==> src/pkg/dpllc_defs.svh <==
`ifndef DPLLC_DEFS_SVH
`define DPLLC_DEFS_SVH
// Summary of operation
// RULE1 - Free run: DCO frequency is fsys*2/(8+word/2^30) from 32-bit word.
// RULE2 - Output frequency may be trimmed about +/-100 ppm without opening loop.
// RULE3 - Divider writes take effect only after 0x01 written to offset 0x0005.
// RULE4 - Numerator-only update applies without holdover, once per detector sample.
// RULE5 - Integer or modulus change causes a brief automatic holdover blip.
// RULE6 - Lock accumulators saturate between -2048 empty and +2048 full.
// RULE7 - Below -1024 unlocked, above +1024 locked, otherwise hold indication.
// RULE8 - Fill and drain step sizes are 8-bit programmable values.
// RULE9 - Each sample adds fill if magnitude within threshold, else subtracts drain.
// RULE10 - Phase threshold is 24-bit picoseconds against phase error magnitude.
// RULE11 - Entering free run or holdover forces phase lock indication unlocked.
// RULE12 - Lock indications are preserved across a reference switchover.
// RULE13 - Frequency detector works alike but uses reference-feedback period difference.
// RULE14 - Frequency threshold is 24-bit picoseconds against period difference magnitude.
// RULE15 - Loop filter tuning word is clamped to a programmable range.
// RULE16 - Tuning word averaged over programmable interval; average used in holdover.
// RULE17 - Switchover: brief holdover, load new reference parameters, return closed.
// RULE18 - Holdover, automatic or user requested, keeps output frequency constant.
// RULE19 - Valid reference during holdover closes loop using that reference's profile.
// RULE20 - User holdover bit keeps holdover despite valid reference until cleared.
// RULE21 - Integer, numerator, modulus registers exist per reference, three bytes each.
// RULE22 - Output equals detector frequency times (17-bit int+1 + 23-bit frac/mod).
// RULE23 - Host changes modulus from zero to nonzero only while in free run.
// RULE24 - After reset accumulators are empty and both lock indications unlocked.

// Register indices; byte address is four times the index
`define DPLLC_IDX_UPDATE 14'h0005
`define DPLLC_IDX_FREE_RUN_TUNING_WORD 14'h0400
`define DPLLC_IDX_INT0 14'h0444
`define DPLLC_IDX_FEEDBACK_FRACTION_NUMERATOR 14'h0447
`define DPLLC_IDX_FEEDBACK_FRACTION_MODULUS 14'h044A
`define DPLLC_IDX_FTW1 14'h0500
`define DPLLC_REF_STRIDE 14'h0020
`define DPLLC_IDX_CTRL 14'h0A00
`define DPLLC_IDX_PTHR 14'h0A01
`define DPLLC_IDX_FTHR 14'h0A02
`define DPLLC_IDX_RATES 14'h0A03
`define DPLLC_IDX_CLAMPLO 14'h0A04
`define DPLLC_IDX_CLAMPHI 14'h0A05
`define DPLLC_IDX_HIST 14'h0A06
`define DPLLC_IDX_STATUS 14'h0A07
`define DPLLC_UPDATE_CMD 8'h01
// Control bits
`define DPLLC_CTRL_HOLD 0
`define DPLLC_CTRL_FREE 1
`define DPLLC_CTRL_SEL 2
// Reset values
`define DPLLC_FTW_RST 32'h0000_0000
`define DPLLC_CTRL_RST 4'h2
`define DPLLC_CLAMPLO_RST 32'h0000_0000
`define DPLLC_CLAMPHI_RST 32'hFFFF_FFFF
`define DPLLC_HIST_RST 4'h8
// Accumulator levels, 14-bit signed
`define DPLLC_ACC_EMPTY 14'h3800
`define DPLLC_ACC_FULL 14'h0800
`define DPLLC_ACC_LOW 14'h3C00
`define DPLLC_ACC_HIGH 14'h0400
// Last blip counter value; a holdover blip lasts 5 clocks
`define DPLLC_BLIP_CYCLES 4'h4
`endif

==> src/pkg/dpllc_pkg.sv <==
package dpllc_pkg;
  typedef struct packed {
    logic valid;
    logic signed [23:0] phaseErr;
    logic signed [23:0] periodDiff;
  } dpllc_sample_t;
  typedef struct packed {
    logic [16:0] intDiv;
    logic [22:0] fracNum;
    logic [22:0] fracMod;
  } dpllc_div_t;
  typedef enum logic [2:0] {
    FREE_RUN, CLOSED, HOLDOVER, SWITCHING, BLIP
  } dpllc_state_t;
endpackage

==> src/hw/dpllc_loop_ctrl.sv <==
// The implementer's own choice: the APB slave port.
`timescale 1ns/1ps
`include "dpllc_defs.svh"
module dpllc_loop_ctrl #(
  parameter int NREF = 4
) (
  // Clock and reset
  input wire logic clk_sys,
  input wire logic reset_n,
  // APB slave
  input wire logic psel,
  input wire logic penable,
  input wire logic pwrite,
  input wire logic [15:0] paddr,
  input wire logic [31:0] pwdata,
  output logic [31:0] prdata,
  output logic pready,
  output logic pslverr,
  // Loop datapath
  input wire dpllc_pkg::dpllc_sample_t sample,
  input wire logic [31:0] loopWord,
  input wire logic [NREF-1:0] refValid,
  // Controls to the oscillator and divider, and loop status
  output logic [31:0] dcoWord,
  output logic [31:0] freeRunWord1,
  output dpllc_pkg::dpllc_div_t activeDiv,
  output logic [1:0] activeRef,
  output dpllc_pkg::dpllc_state_t loopState,
  output logic phaseLock,
  output logic freqLock
);
  import dpllc_pkg::*;

  // ==========================================================
  // Register storage
  logic [31:0] free_run_tuning_word;
  logic [31:0] ftw1;
  logic [3:0] ctrl;
  logic [23:0] phaseThr;
  logic [23:0] freqThr;
  logic [31:0] rates;
  logic [31:0] clampLo;
  logic [31:0] clampHi;
  logic [3:0] histShift;
  dpllc_div_t staged [NREF];
  dpllc_div_t committed [NREF];
  logic commitPulse;
  logic checkPulse;
  logic pendBig;
  logic pendFrac;
  logic [3:0] blipCnt;
  logic rdErr;
  logic [31:0] histAvg;
  logic histValid;
  logic [31:0] lastWord;
  logic signed [13:0] acc [2];
  logic [1:0] lockFlag;

  // ==========================================================
  // Address decode
  function automatic logic [4:0] divDecode(input logic [13:0] idx);
    logic [13:0] off;
    logic [4:0] res;
    res = 5'h00;
    off = 14'h0000;
    for (int r = 0; r < NREF; r++) begin
      off = idx - (`DPLLC_IDX_INT0 + 14'(r) * `DPLLC_REF_STRIDE);
      if (off == 14'h0000) begin
        res = {1'b1, 2'h0, 2'(r)};
      end else if (off == `DPLLC_IDX_FEEDBACK_FRACTION_NUMERATOR - `DPLLC_IDX_INT0) begin
        res = {1'b1, 2'h1, 2'(r)};
      end else if (off == `DPLLC_IDX_FEEDBACK_FRACTION_MODULUS - `DPLLC_IDX_INT0) begin
        res = {1'b1, 2'h2, 2'(r)};
      end
    end
    return res;
  endfunction

  function automatic logic [23:0] magnitude(input logic signed [23:0] v);
    return v[23] ? 24'(-v) : 24'(v);
  endfunction

  logic [13:0] index;
  logic [4:0] dec;
  logic wrEn;
  logic setup;
  logic [1:0] selRef;
  assign index = paddr[15:2];
  assign dec = divDecode(index);
  assign setup = psel & ~penable;
  assign wrEn = psel & penable & pwrite;
  assign pready = psel & penable;
  assign pslverr = pready & rdErr;
  assign selRef = ctrl[`DPLLC_CTRL_SEL +: 2];
  assign freeRunWord1 = ftw1;
  assign phaseLock = lockFlag[0];
  assign freqLock = lockFlag[1];

  // ==========================================================
  // Read path, captured in the setup cycle
  logic [31:0] next_rdata;
  logic next_err;
  always_comb begin
    next_rdata = 32'h0000_0000;
    next_err = 1'b0;
    if (dec[4]) begin
      case (dec[3:2])
        2'h0: next_rdata = {15'h0000, staged[dec[1:0]].intDiv};
        2'h1: next_rdata = {9'h000, staged[dec[1:0]].fracNum};
        default: next_rdata = {9'h000, staged[dec[1:0]].fracMod};
      endcase
    end else begin
      case (index)
        `DPLLC_IDX_UPDATE: next_rdata = 32'h0000_0000;
        `DPLLC_IDX_FREE_RUN_TUNING_WORD: next_rdata = free_run_tuning_word;
        `DPLLC_IDX_FTW1: next_rdata = ftw1;
        `DPLLC_IDX_CTRL: next_rdata = {28'h0000000, ctrl};
        `DPLLC_IDX_PTHR: next_rdata = {8'h00, phaseThr};
        `DPLLC_IDX_FTHR: next_rdata = {8'h00, freqThr};
        `DPLLC_IDX_RATES: next_rdata = rates;
        `DPLLC_IDX_CLAMPLO: next_rdata = clampLo;
        `DPLLC_IDX_CLAMPHI: next_rdata = clampHi;
        `DPLLC_IDX_HIST: next_rdata = {28'h0000000, histShift};
        `DPLLC_IDX_STATUS: next_rdata = {24'h000000, histValid, loopState,
            activeRef, freqLock, phaseLock};
        default: next_err = 1'b1;
      endcase
    end
  end

  always_ff @(posedge clk_sys or negedge reset_n) begin
    if (!reset_n) begin
      prdata <= 32'h0000_0000;
      rdErr <= 1'b0;
    end else if (setup) begin
      prdata <= next_rdata;
      rdErr <= next_err;
    end
  end

  // ==========================================================
  // Writable registers
  always_ff @(posedge clk_sys or negedge reset_n) begin
    if (!reset_n) begin
      free_run_tuning_word <= `DPLLC_FTW_RST;
      ftw1 <= `DPLLC_FTW_RST;
      ctrl <= `DPLLC_CTRL_RST;
      phaseThr <= 24'h000000;
      freqThr <= 24'h000000;
      rates <= 32'h0000_0000;
      clampLo <= `DPLLC_CLAMPLO_RST;
      clampHi <= `DPLLC_CLAMPHI_RST;
      histShift <= `DPLLC_HIST_RST;
    end else if (wrEn && !dec[4]) begin
      case (index)
        `DPLLC_IDX_FREE_RUN_TUNING_WORD: free_run_tuning_word <= pwdata;
        `DPLLC_IDX_FTW1: ftw1 <= pwdata;
        `DPLLC_IDX_CTRL: ctrl <= pwdata[3:0];
        `DPLLC_IDX_PTHR: phaseThr <= pwdata[23:0]; // RULE10
        `DPLLC_IDX_FTHR: freqThr <= pwdata[23:0]; // RULE14
        `DPLLC_IDX_RATES: rates <= pwdata; // RULE8
        `DPLLC_IDX_CLAMPLO: clampLo <= pwdata;
        `DPLLC_IDX_CLAMPHI: clampHi <= pwdata;
        `DPLLC_IDX_HIST: histShift <= pwdata[3:0];
        default: ;
      endcase
    end
  end

  // ==========================================================
  // Divider staging and commit
  genvar g;
  generate
    for (g = 0; g < NREF; g++) begin : gDiv
      always_ff @(posedge clk_sys or negedge reset_n) begin
        if (!reset_n) begin
          staged[g] <= '0;
          committed[g] <= '0;
        end else begin
          if (wrEn && dec[4] && dec[1:0] == 2'(g)) begin // RULE21
            case (dec[3:2])
              2'h0: staged[g].intDiv <= pwdata[16:0];
              2'h1: staged[g].fracNum <= pwdata[22:0];
              default: staged[g].fracMod <= pwdata[22:0];
            endcase
          end
          if (commitPulse) begin
            committed[g] <= staged[g]; // RULE3
          end
        end
      end
    end
  endgenerate

  always_ff @(posedge clk_sys or negedge reset_n) begin
    if (!reset_n) begin
      commitPulse <= 1'b0;
      checkPulse <= 1'b0;
    end else begin
      commitPulse <= wrEn && !dec[4] && index == `DPLLC_IDX_UPDATE
          && pwdata[7:0] == `DPLLC_UPDATE_CMD; // RULE3
      checkPulse <= commitPulse;
    end
  end

  // ==========================================================
  // Change detection on committed dividers
  dpllc_div_t newDiv;
  logic bigChange;
  logic fracChange;
  logic loadNew;
  assign newDiv = committed[selRef];
  assign bigChange = newDiv.intDiv != activeDiv.intDiv
      || newDiv.fracMod != activeDiv.fracMod;
  assign fracChange = newDiv.fracNum != activeDiv.fracNum;

  always_ff @(posedge clk_sys or negedge reset_n) begin
    if (!reset_n) begin
      pendBig <= 1'b0;
      pendFrac <= 1'b0;
    end else begin
      if (checkPulse && bigChange && loopState == CLOSED) begin
        pendBig <= 1'b1; // RULE5
      end else if (loadNew) begin
        pendBig <= 1'b0;
      end
      if (checkPulse && !bigChange && fracChange) begin
        pendFrac <= 1'b1; // RULE4
      end else if (sample.valid || loadNew) begin
        pendFrac <= 1'b0;
      end
    end
  end

  always_ff @(posedge clk_sys or negedge reset_n) begin
    if (!reset_n) begin
      activeDiv <= '0;
      activeRef <= 2'h0;
    end else if (loadNew) begin
      activeDiv <= newDiv; // RULE22
      activeRef <= selRef; // RULE19
    end else if (pendFrac && sample.valid) begin
      activeDiv.fracNum <= newDiv.fracNum; // RULE2 RULE4
    end else if (checkPulse && loopState == FREE_RUN) begin
      activeDiv <= newDiv; // RULE23
    end
  end

  // ==========================================================
  // Loop state machine
  logic userHold;
  logic userFree;
  logic refOk;
  assign userHold = ctrl[`DPLLC_CTRL_HOLD];
  assign userFree = ctrl[`DPLLC_CTRL_FREE];
  assign refOk = refValid[selRef];

  dpllc_state_t next_state;
  always_comb begin
    next_state = loopState;
    loadNew = 1'b0;
    case (loopState)
      FREE_RUN: begin
        if (!userFree && !userHold && refOk) begin
          next_state = CLOSED;
          loadNew = 1'b1;
        end else if (!userFree) begin
          next_state = HOLDOVER;
        end
      end
      CLOSED: begin
        if (userFree) begin
          next_state = FREE_RUN;
        end else if (userHold || !refValid[activeRef]) begin
          next_state = HOLDOVER; // RULE18
        end else if (selRef != activeRef && refOk) begin
          next_state = SWITCHING; // RULE17
        end else if (pendBig) begin
          next_state = BLIP; // RULE5
        end
      end
      SWITCHING, BLIP: begin
        if (blipCnt == `DPLLC_BLIP_CYCLES) begin
          next_state = CLOSED;
          loadNew = 1'b1; // RULE17
        end
      end
      HOLDOVER: begin
        if (userFree) begin
          next_state = FREE_RUN;
        end else if (!userHold && refOk) begin // RULE20
          next_state = CLOSED;
          loadNew = 1'b1; // RULE19
        end
      end
      default: next_state = FREE_RUN;
    endcase
  end

  always_ff @(posedge clk_sys or negedge reset_n) begin
    if (!reset_n) begin
      loopState <= FREE_RUN;
    end else begin
      loopState <= next_state;
    end
  end

  always_ff @(posedge clk_sys or negedge reset_n) begin
    if (!reset_n) begin
      blipCnt <= 4'h0;
    end else if (loopState == SWITCHING || loopState == BLIP) begin
      blipCnt <= blipCnt + 4'h1;
    end else begin
      blipCnt <= 4'h0;
    end
  end

  // ==========================================================
  // Tuning word clamp and history
  logic [31:0] clamped;
  logic [47:0] histSum;
  logic [15:0] histCnt;
  logic [15:0] histLimit;
  logic [47:0] histTotal;
  assign clamped = loopWord < clampLo ? clampLo :
      (loopWord > clampHi ? clampHi : loopWord); // RULE15
  assign histLimit = (16'h0001 << histShift) - 16'h0001;
  assign histTotal = histSum + {16'h0000, clamped};

  always_ff @(posedge clk_sys or negedge reset_n) begin
    if (!reset_n) begin
      histSum <= 48'h0;
      histCnt <= 16'h0000;
      histAvg <= 32'h0000_0000;
      histValid <= 1'b0;
      lastWord <= 32'h0000_0000;
    end else if (loopState == CLOSED && sample.valid) begin
      lastWord <= clamped;
      if (histCnt >= histLimit) begin
        histAvg <= 32'(histTotal >> histShift); // RULE16
        histValid <= 1'b1;
        histSum <= 48'h0;
        histCnt <= 16'h0000;
      end else begin
        histSum <= histTotal;
        histCnt <= histCnt + 16'h0001;
      end
    end
  end

  always_ff @(posedge clk_sys or negedge reset_n) begin
    if (!reset_n) begin
      dcoWord <= `DPLLC_FTW_RST;
    end else begin
      case (loopState)
        FREE_RUN: dcoWord <= free_run_tuning_word; // RULE1
        CLOSED: dcoWord <= clamped; // RULE15
        default: dcoWord <= histValid ? histAvg : lastWord; // RULE16 RULE18
      endcase
    end
  end

  // ==========================================================
  // Phase (0) and frequency (1) lock detectors
  generate
    for (g = 0; g < 2; g++) begin : gLock
      logic [23:0] mag;
      logic [23:0] thr;
      logic [7:0] fill;
      logic [7:0] drain;
      logic signed [13:0] next_acc;
      assign mag = magnitude(g == 0 ? sample.phaseErr
          : sample.periodDiff); // RULE13
      assign thr = g == 0 ? phaseThr : freqThr;
      assign fill = rates[16 * g +: 8];
      assign drain = rates[16 * g + 8 +: 8];

      always_comb begin
        next_acc = acc[g];
        if (mag <= thr) begin // RULE9
          next_acc = acc[g] + $signed({6'h00, fill});
          if (next_acc > $signed(`DPLLC_ACC_FULL)) begin
            next_acc = $signed(`DPLLC_ACC_FULL); // RULE6
          end
        end else begin
          next_acc = acc[g] - $signed({6'h00, drain});
          if (next_acc < $signed(`DPLLC_ACC_EMPTY)) begin
            next_acc = $signed(`DPLLC_ACC_EMPTY); // RULE6
          end
        end
      end

      always_ff @(posedge clk_sys or negedge reset_n) begin
        if (!reset_n) begin
          acc[g] <= $signed(`DPLLC_ACC_EMPTY); // RULE24
          lockFlag[g] <= 1'b0; // RULE24
        end else if (loopState == SWITCHING || loopState == BLIP) begin
          acc[g] <= acc[g]; // RULE12
          lockFlag[g] <= lockFlag[g];
        end else if (g == 0 && loopState != CLOSED) begin
          acc[g] <= $signed(`DPLLC_ACC_EMPTY); // RULE11
          lockFlag[g] <= 1'b0; // RULE11
        end else begin
          if (loopState == CLOSED && sample.valid) begin
            acc[g] <= next_acc;
          end
          if (acc[g] < $signed(`DPLLC_ACC_LOW)) begin
            lockFlag[g] <= 1'b0; // RULE7
          end else if (acc[g] > $signed(`DPLLC_ACC_HIGH)) begin
            lockFlag[g] <= 1'b1; // RULE7
          end
        end
      end
    end
  endgenerate

endmodule // dpllc_loop_ctrl

==> config.mk <==
export PLATFORM = sky130hd
export DESIGN_NAME = dpllc_loop_ctrl
export DESIGN_NICKNAME = d
export VERILOG_FILES = /design/src/pkg/dpllc_pkg.sv /design/src/hw/dpllc_loop_ctrl.sv
export VERILOG_INCLUDE_DIRS = /design/src /design/src/pkg
export SDC_FILE = /design/constraint.sdc
export NUM_CORES = 2
export LEC_CHECK = 0
export ABC_AREA = 1
export BUFFER_PORTS_ARGS = -buffer_cell sky130_fd_sc_hd__buf_2
export CAP_MARGIN = 20
export CORE_MARGIN = 2
export CORE_UTILIZATION = 40
export DETAILED_ROUTE_END_ITERATION = 12
export MAX_ROUTING_LAYER = met4
export PLACE_DENSITY = 0.66
export SLEW_MARGIN = 20
export SYNTH_ARGS = -nofsm -noshare
export SYNTH_HDL_FRONTEND = slang
export SYNTH_SLANG_ARGS = --single-unit
export TNS_END_PERCENT = 30
==> constraint.sdc <==
create_clock -name clk_sys -period 5.1 [get_ports clk_sys]
set_input_delay 0.765 -clock clk_sys [delete_from_list [all_inputs] [get_ports clk_sys]]
set_output_delay 0.765 -clock clk_sys [all_outputs]
set_load 0.02 [all_outputs]
# --- After elaboration in Yosys (flattened, before gate mapping) ---
# Index checks and enable logic that the tools add are counted.
# Widths: inputs -> output; s select.
classes:
  add_sub_neg: 14
  n_lt_le_gt_ge: 17
  n_eq_ne: 39
  shifts: 2
  mux: 73
  n_bitwise: 9
  n_reduce_logical: 73
ops:
  columns: ["operator", "n"]
  rows:
  - ["$mux 63", 6]
  - ["$pmux 32 s10", 1]
  - ["$bmux 63 s2", 2]
  - ["$mux 32", 4]
  - ["$eq 14x12->1 const B", 8]
  - ["$mux 14", 8]
  - ["$eq 14x3->1 const B", 5]
  - ["$pmux 32 s2", 1]
  - ["$mux 5", 12]
  - ["$eq 14x2->1 const B", 4]
  - ["$logic_not 14->1", 4]
  - ["$sub 14x11->14 const B", 4]
  - ["$reduce_and 2->1", 27]
  - ["$add 48x32->48", 1]
  - ["$le 24x24->1", 2]
  - ["$mux 24", 2]
  - ["$mux 48", 1]
  - ["$neg 24->24", 2]
  - ["$shr 48x4->32", 1]
  - ["$mux 23", 2]
  - ["$ne 23x23->1", 2]
  - ["$pmux 23 s2", 1]
  - ["$gt 32x32->1", 1]
  - ["$lt 32x32->1", 1]
  - ["49 further kinds", 125]
totals:
  reg_bits: 1020
  input_bits: 138
  out_inout_bits: 168
  elab_cells: 282

# --- Logic depth before layout (Yosys ltp) ---
depth:
  depth_word: 20
  mapped_depth: 36
  ltp_nobuf: 35

# --- Worst setup path before layout ---
# OpenSTA, ideal clock, no wires.
synth_timing:
  path_type: "input port to flip-flop"
  from: "in loopWord[31]"
  to: "reg histAvg[8]"
  setup_time_ns: 0.127
  t_arrival_ns: 4.257
  t_required_ns: 4.973
  setup_slack_ns: 0.716
  stages: 23
  path_buffers: 1
  cell_sequence: "ha_1 -> nand4_1 -> nor4_1 -> and3_1 -> nand4_1 -> nand2_1 -> clkbuf_1 -> o211ai_1 -> and2_1 -> fa_1 -> nand3_1 -> nand3_1 -> nand2_1 -> nand2_1 -> nand2_1 -> nand2_1 -> or2_2 -> nand2_1 -> nand2_1 -> nand3_1 -> nand3_1 -> a21oi_1 -> o21ai_0"
synth_between:
  elab_chain_len: 5
  word_cells_on_any_way: 6
  classes_between: "1 x add/sub; 2 x order compare; 1 x shift; 2 x mux"
synth_lines:
  columns: ["item", "line", "rtl"]
  rows:
  - ["start, declared", "dpllc_loop_ctrl.sv:21", "input wire logic [31:0] loopWord,"]
  - ["$gt 32x32->1", "dpllc_loop_ctrl.sv:326", "(loopWord > clampHi ? clampHi : loopWord);"]
  - ["$mux 32", "dpllc_loop_ctrl.sv:326", null]
  - ["$mux 32 (*)", "dpllc_loop_ctrl.sv:325", "assign clamped = loopWord < clampLo ? clampLo :"]
  - ["via clamped[1]", "dpllc_loop_ctrl.sv:320", "logic [31:0] clamped;"]
  - ["$add 48x32->48 (*)", "dpllc_loop_ctrl.sv:328", "assign histTotal = histSum + {16'h0000, clamped};"]
  - ["$shr 48x4->32 (*)", "dpllc_loop_ctrl.sv:340", "histAvg <= 32'(histTotal >> histShift);"]
  - ["end signal, assigned", "dpllc_loop_ctrl.sv:340", null]
  - ["end, declared", "dpllc_loop_ctrl.sv:53", "logic [31:0] histAvg;"]
# Mark *: on every way through the listed nets, which the timed path passes. The rest lies on a longest branch.
# A chain may end at the register's enable or synchronous reset.

# --- Final worst setup path ---
layout_timing:
  from: "reg clampHi[31]"
  to: "reg histAvg[19]"
layout_between:
  elab_chain_len: 5
layout_lines:
  columns: ["item", "line", "rtl"]
  rows:
  - ["start, declared", "dpllc_loop_ctrl.sv:43", "logic [31:0] clampHi;"]
  - ["start signal, assigned", "dpllc_loop_ctrl.sv:152", "clampHi <= `DPLLC_CLAMPHI_RST;"]
  - ["start signal, assigned", "dpllc_loop_ctrl.sv:163", "`DPLLC_IDX_CLAMPHI: clampHi <= pwdata;"]
  - ["$gt 32x32->1", "dpllc_loop_ctrl.sv:326", null]
  - ["$mux 32", "dpllc_loop_ctrl.sv:326", null]
  - ["$mux 32", "dpllc_loop_ctrl.sv:325", null]
  - ["via clamped[27]", "dpllc_loop_ctrl.sv:320", null]
  - ["$add 48x32->48", "dpllc_loop_ctrl.sv:328", null]
  - ["$shr 48x4->32", "dpllc_loop_ctrl.sv:340", null]
# The timed path passes the listed nets, and every way through them passes these cells.

==> flow_summary_export.csv <==
group,metric,value,unit
timing,slew_viol_final,0,
worst_setup_path,worst_path_most_repeated_cell,"nand2_1",
yosys,synth-main-ff-cell,"dfrtp_1",
yosys,synth.distinct_cells,57,
die,pin_count,306,
power,p_per_area,361.9,mW/mm^2
timing,hold_viol_final,0,
worst_setup_path,worstPathRequired,5.71,ns
detailed_routing,dr.pass1.iters,10,
yosys,synth_edf_count,0,
worst_setup_path,worst-path-stages,31,
yosys,synth.area.top_cells,"dfrtp_1 42%, nand2_1 14%, o21ai_0 7.1%",
worst_setup_path,cp-startpoint,"clampHi[31]",
final_layout,syn2layout_area_growth,18.57,%
timing,finalSetupViolCount,0,
worst_setup_path,worstPathArrival,5.52,ns
place,dp_hpwl,161300,um
global_routing,grt_pass1_wl,324400,um
worst_setup_path,worstSetupPathType,"reg2reg",
timing,fin_setup_tns,0,ns
die,die_h,384.5,um
final_layout,stdcell_count,10210,
place,port_buffers,303,
yosys,synthMuxAreaShare,0.01089,
global_routing,grt.overflow.total,0,
yosys,yosys.area.top_type,"dfrtp_1",
place,placed_cells,9948,
status,status,"finished, violations left",
final_layout,seq_area,0.02556,mm^2
yosys,ys_seq_elements,1019,
detailed_routing,routed_wl,220100,um
clocking,htree_levels,3,
yosys,syn_avg_cell_area,7.474,um^2
min_path,hp-class,"in2async",
timing,max_slew_margin,0.2077,
global_routing,grt_use_total,0.2993,
job,maxCapViolCount,0,
die,die_w,384.5,um
clocking,cts_tree,"done",
clocking,cts_sinks,1019,
yosys,syn_inst,7747,
worst_setup_path,startpoint_type,"flip-flop",
power,ir_worst_vdd,312.4,uV
global_routing,grt_max_degree,164,
detailed_routing,drc,24,
detailed_routing,dr_total_vias,55760,
yosys,netlist_area,0.05790,mm^2
timing,rsz0062_at_grt,"true",
yosys,yosysSeqAreaShare,0.4413,
die,initial_core_util,0.4031,
die,fp-row-count,139,
worst_setup_path,r2r-start,"clampHi[31]",
timing,finalCritPeriodShare,0.9641,
status,violations,"design-rule violations",
worst_setup_path,slowest_stage,"dfstp_2",
worst_setup_path,crit_buf_inv,5,
final_layout,final_nets,8518,
die,fp.coreArea,0.1437,mm^2
timing,period_needed,4.917,ns
detailed_routing,wire_per_inst,21.55,um
clocking,clk_pin_slew,0.06,ns
power,cellLeakagePower,0.03283,uW
place,routabilityCongestion,1.007,
final_layout,final_common_cell,"nand2_1",
clocking,numCtsBuffers,111,
clocking,insertion_delay,0.77,ns
worst_setup_path,cp_max_fo,25,
worst_setup_path,worstSetupEndpointType,"flip-flop",
timing,worst_pin_slew,1.188,ns
final_layout,multiInputGateArea,0.02858,mm^2
yosys,yosysWarningCount,0,
yosys,synth_top_family_by_area,"simple AND/OR/NAND/NOR gates",
global_routing,antenna_found_initial,35,
yosys,synthXorXnorAreaFrac,0.02314,
global_routing,grt_pass1_vias,51180,
yosys,synthSimpleGateAreaFrac,0.2485,
yosys,synth.net_count,8089,
timing,finClkSkew,0.05444,ns
worst_setup_path,r2r_cells,31,
clocking,cts_buffer_depth,3,
final_layout,fillerInstances,14200,
timing,fmax,203.4,MHz
final_layout,layout_common_cells,"2090 x nand2_1, 976 x dfrtp_1, 822 x inv_1",
clocking,root_buffer,"clkbuf_16",
detailed_routing,ant_nets,0,
die,die_area,0.1478,mm^2
yosys,synth_adder_area_share,0.04473,
worst_setup_path,cpPeakStageDelay,0.53,ns
yosys,synth_compound_area_frac,0.1511,
detailed_routing,first_iter_violations,6466,
final_layout,drive_gt1_frac,0.1507,
yosys,netlist.area_leader.share,0.4231,
yosys,synthArstFlopShare,1.000,
detailed_routing,routed_via_density,5.461,
worst_setup_path,crit_family,"simple AND/OR/NAND/NOR gates",
-- Yosys cell counts, types with 56 or more instances --
cell type and instances:
nor3_1 57, mux2_2 56, nand4_1 56, nand2_1 2124, dfrtp_1 979, inv_1 826, nor2_1 487, xnor2_1 59
clkbuf_1 330, o211ai_1 86, o21ai_1 123, o21ai_0 817, a21oi_1 425, ha_1 199, xor2_1 94, nand3_1 589
-- repair_timing --
| action | CTS | global route |
|---|---|---|
| endpoints found under the setup margin | 4 | 36 |
| pin swaps | 0 | 30 |
| hold buffers | 0 | 0 |
| setup buffers | 0 | 14 |
| gates resized for setup | 3 | 194 |
| cloned | 0 | 1 |
-- path summary, 6_finish.rpt --
check	to	slack (ns)
setup / recovery	histAvg[19]	0.18
hold / removal	activeDiv[24]	0.06
setup reg to reg	histAvg[19]	0.18
hold reg to reg	lastWord[12]	0.47
max in group asynchronous	prdata[31]	3.64
min in group clk_sys	staged[211]	0.29
-- flip-flops by register name (all words and copies together), names as in the netlist, 47 cells and up --
register / count
activeDiv: 63
committed: 252
histSum: 47
staged: 252
-- report_power, final --
group	switching [uW]	internal (uW)
clock network	3660	5170
registers	577	8740
logic	4290	2410
total	8520	16300
-- layout make-up --
cell class / instances / area share
antenna: 32 / 0.001166
clock inverter: 55 / 0.01250
sequential: 1019 / 0.3723
timing repair buffer: 702 / 0.07095
multi-input combinational: 5499 / 0.4163
clock buffer: 157 / 0.04604
tap: 1903 / 0.03468
inverter: 843 / 0.04609
-- routing by layer --
layer | wire length, um | vias to the layer above | global-route usage | part of all wire
li1 | - | 26200 | - | -
met4 | 6412 | 0 | 0.09954 | 0.029
met5 | 0 | - | - | 0
met3 | 24390 | 283 | 0.06986 | 0.11
met2 | 90190 | 2512 | 0.4048 | 0.41
met1 | 99070 | 26760 | 0.4353 | 0.45
-- metrics by stage --
stage          hold slack (ns)  power [uW]  setup WS (ns)    util  cell area, um^2
2_1_floorplan           0.4409       13150         0.7164       -            57900
3_3_place_gp            0.4537       15650        -0.2994  0.4424            63550
3_5_place_dp            0.4569       15720        -0.2864  0.4425            63570
4_1_cts                0.06420       24550       0.008614  0.4706            67600
5_1_grt                 0.1107       26030        -0.1078  0.4777            68630
6_report               0.06327       24840         0.1829  0.4779            68650
-- logic make-up after synthesis --
kind of cell | count (synthesis)
AO/OA/AOI/OAI | 1619
XOR/XNOR | 153
adder cells (fa/ha/maj) | 204
buffers and inverters | 1229
flip-flops | 1019
multiplexers | 56
other | 1
AND/OR/NAND/NOR | 3466
Note: power is estimated with default switching activity, not from simulation.
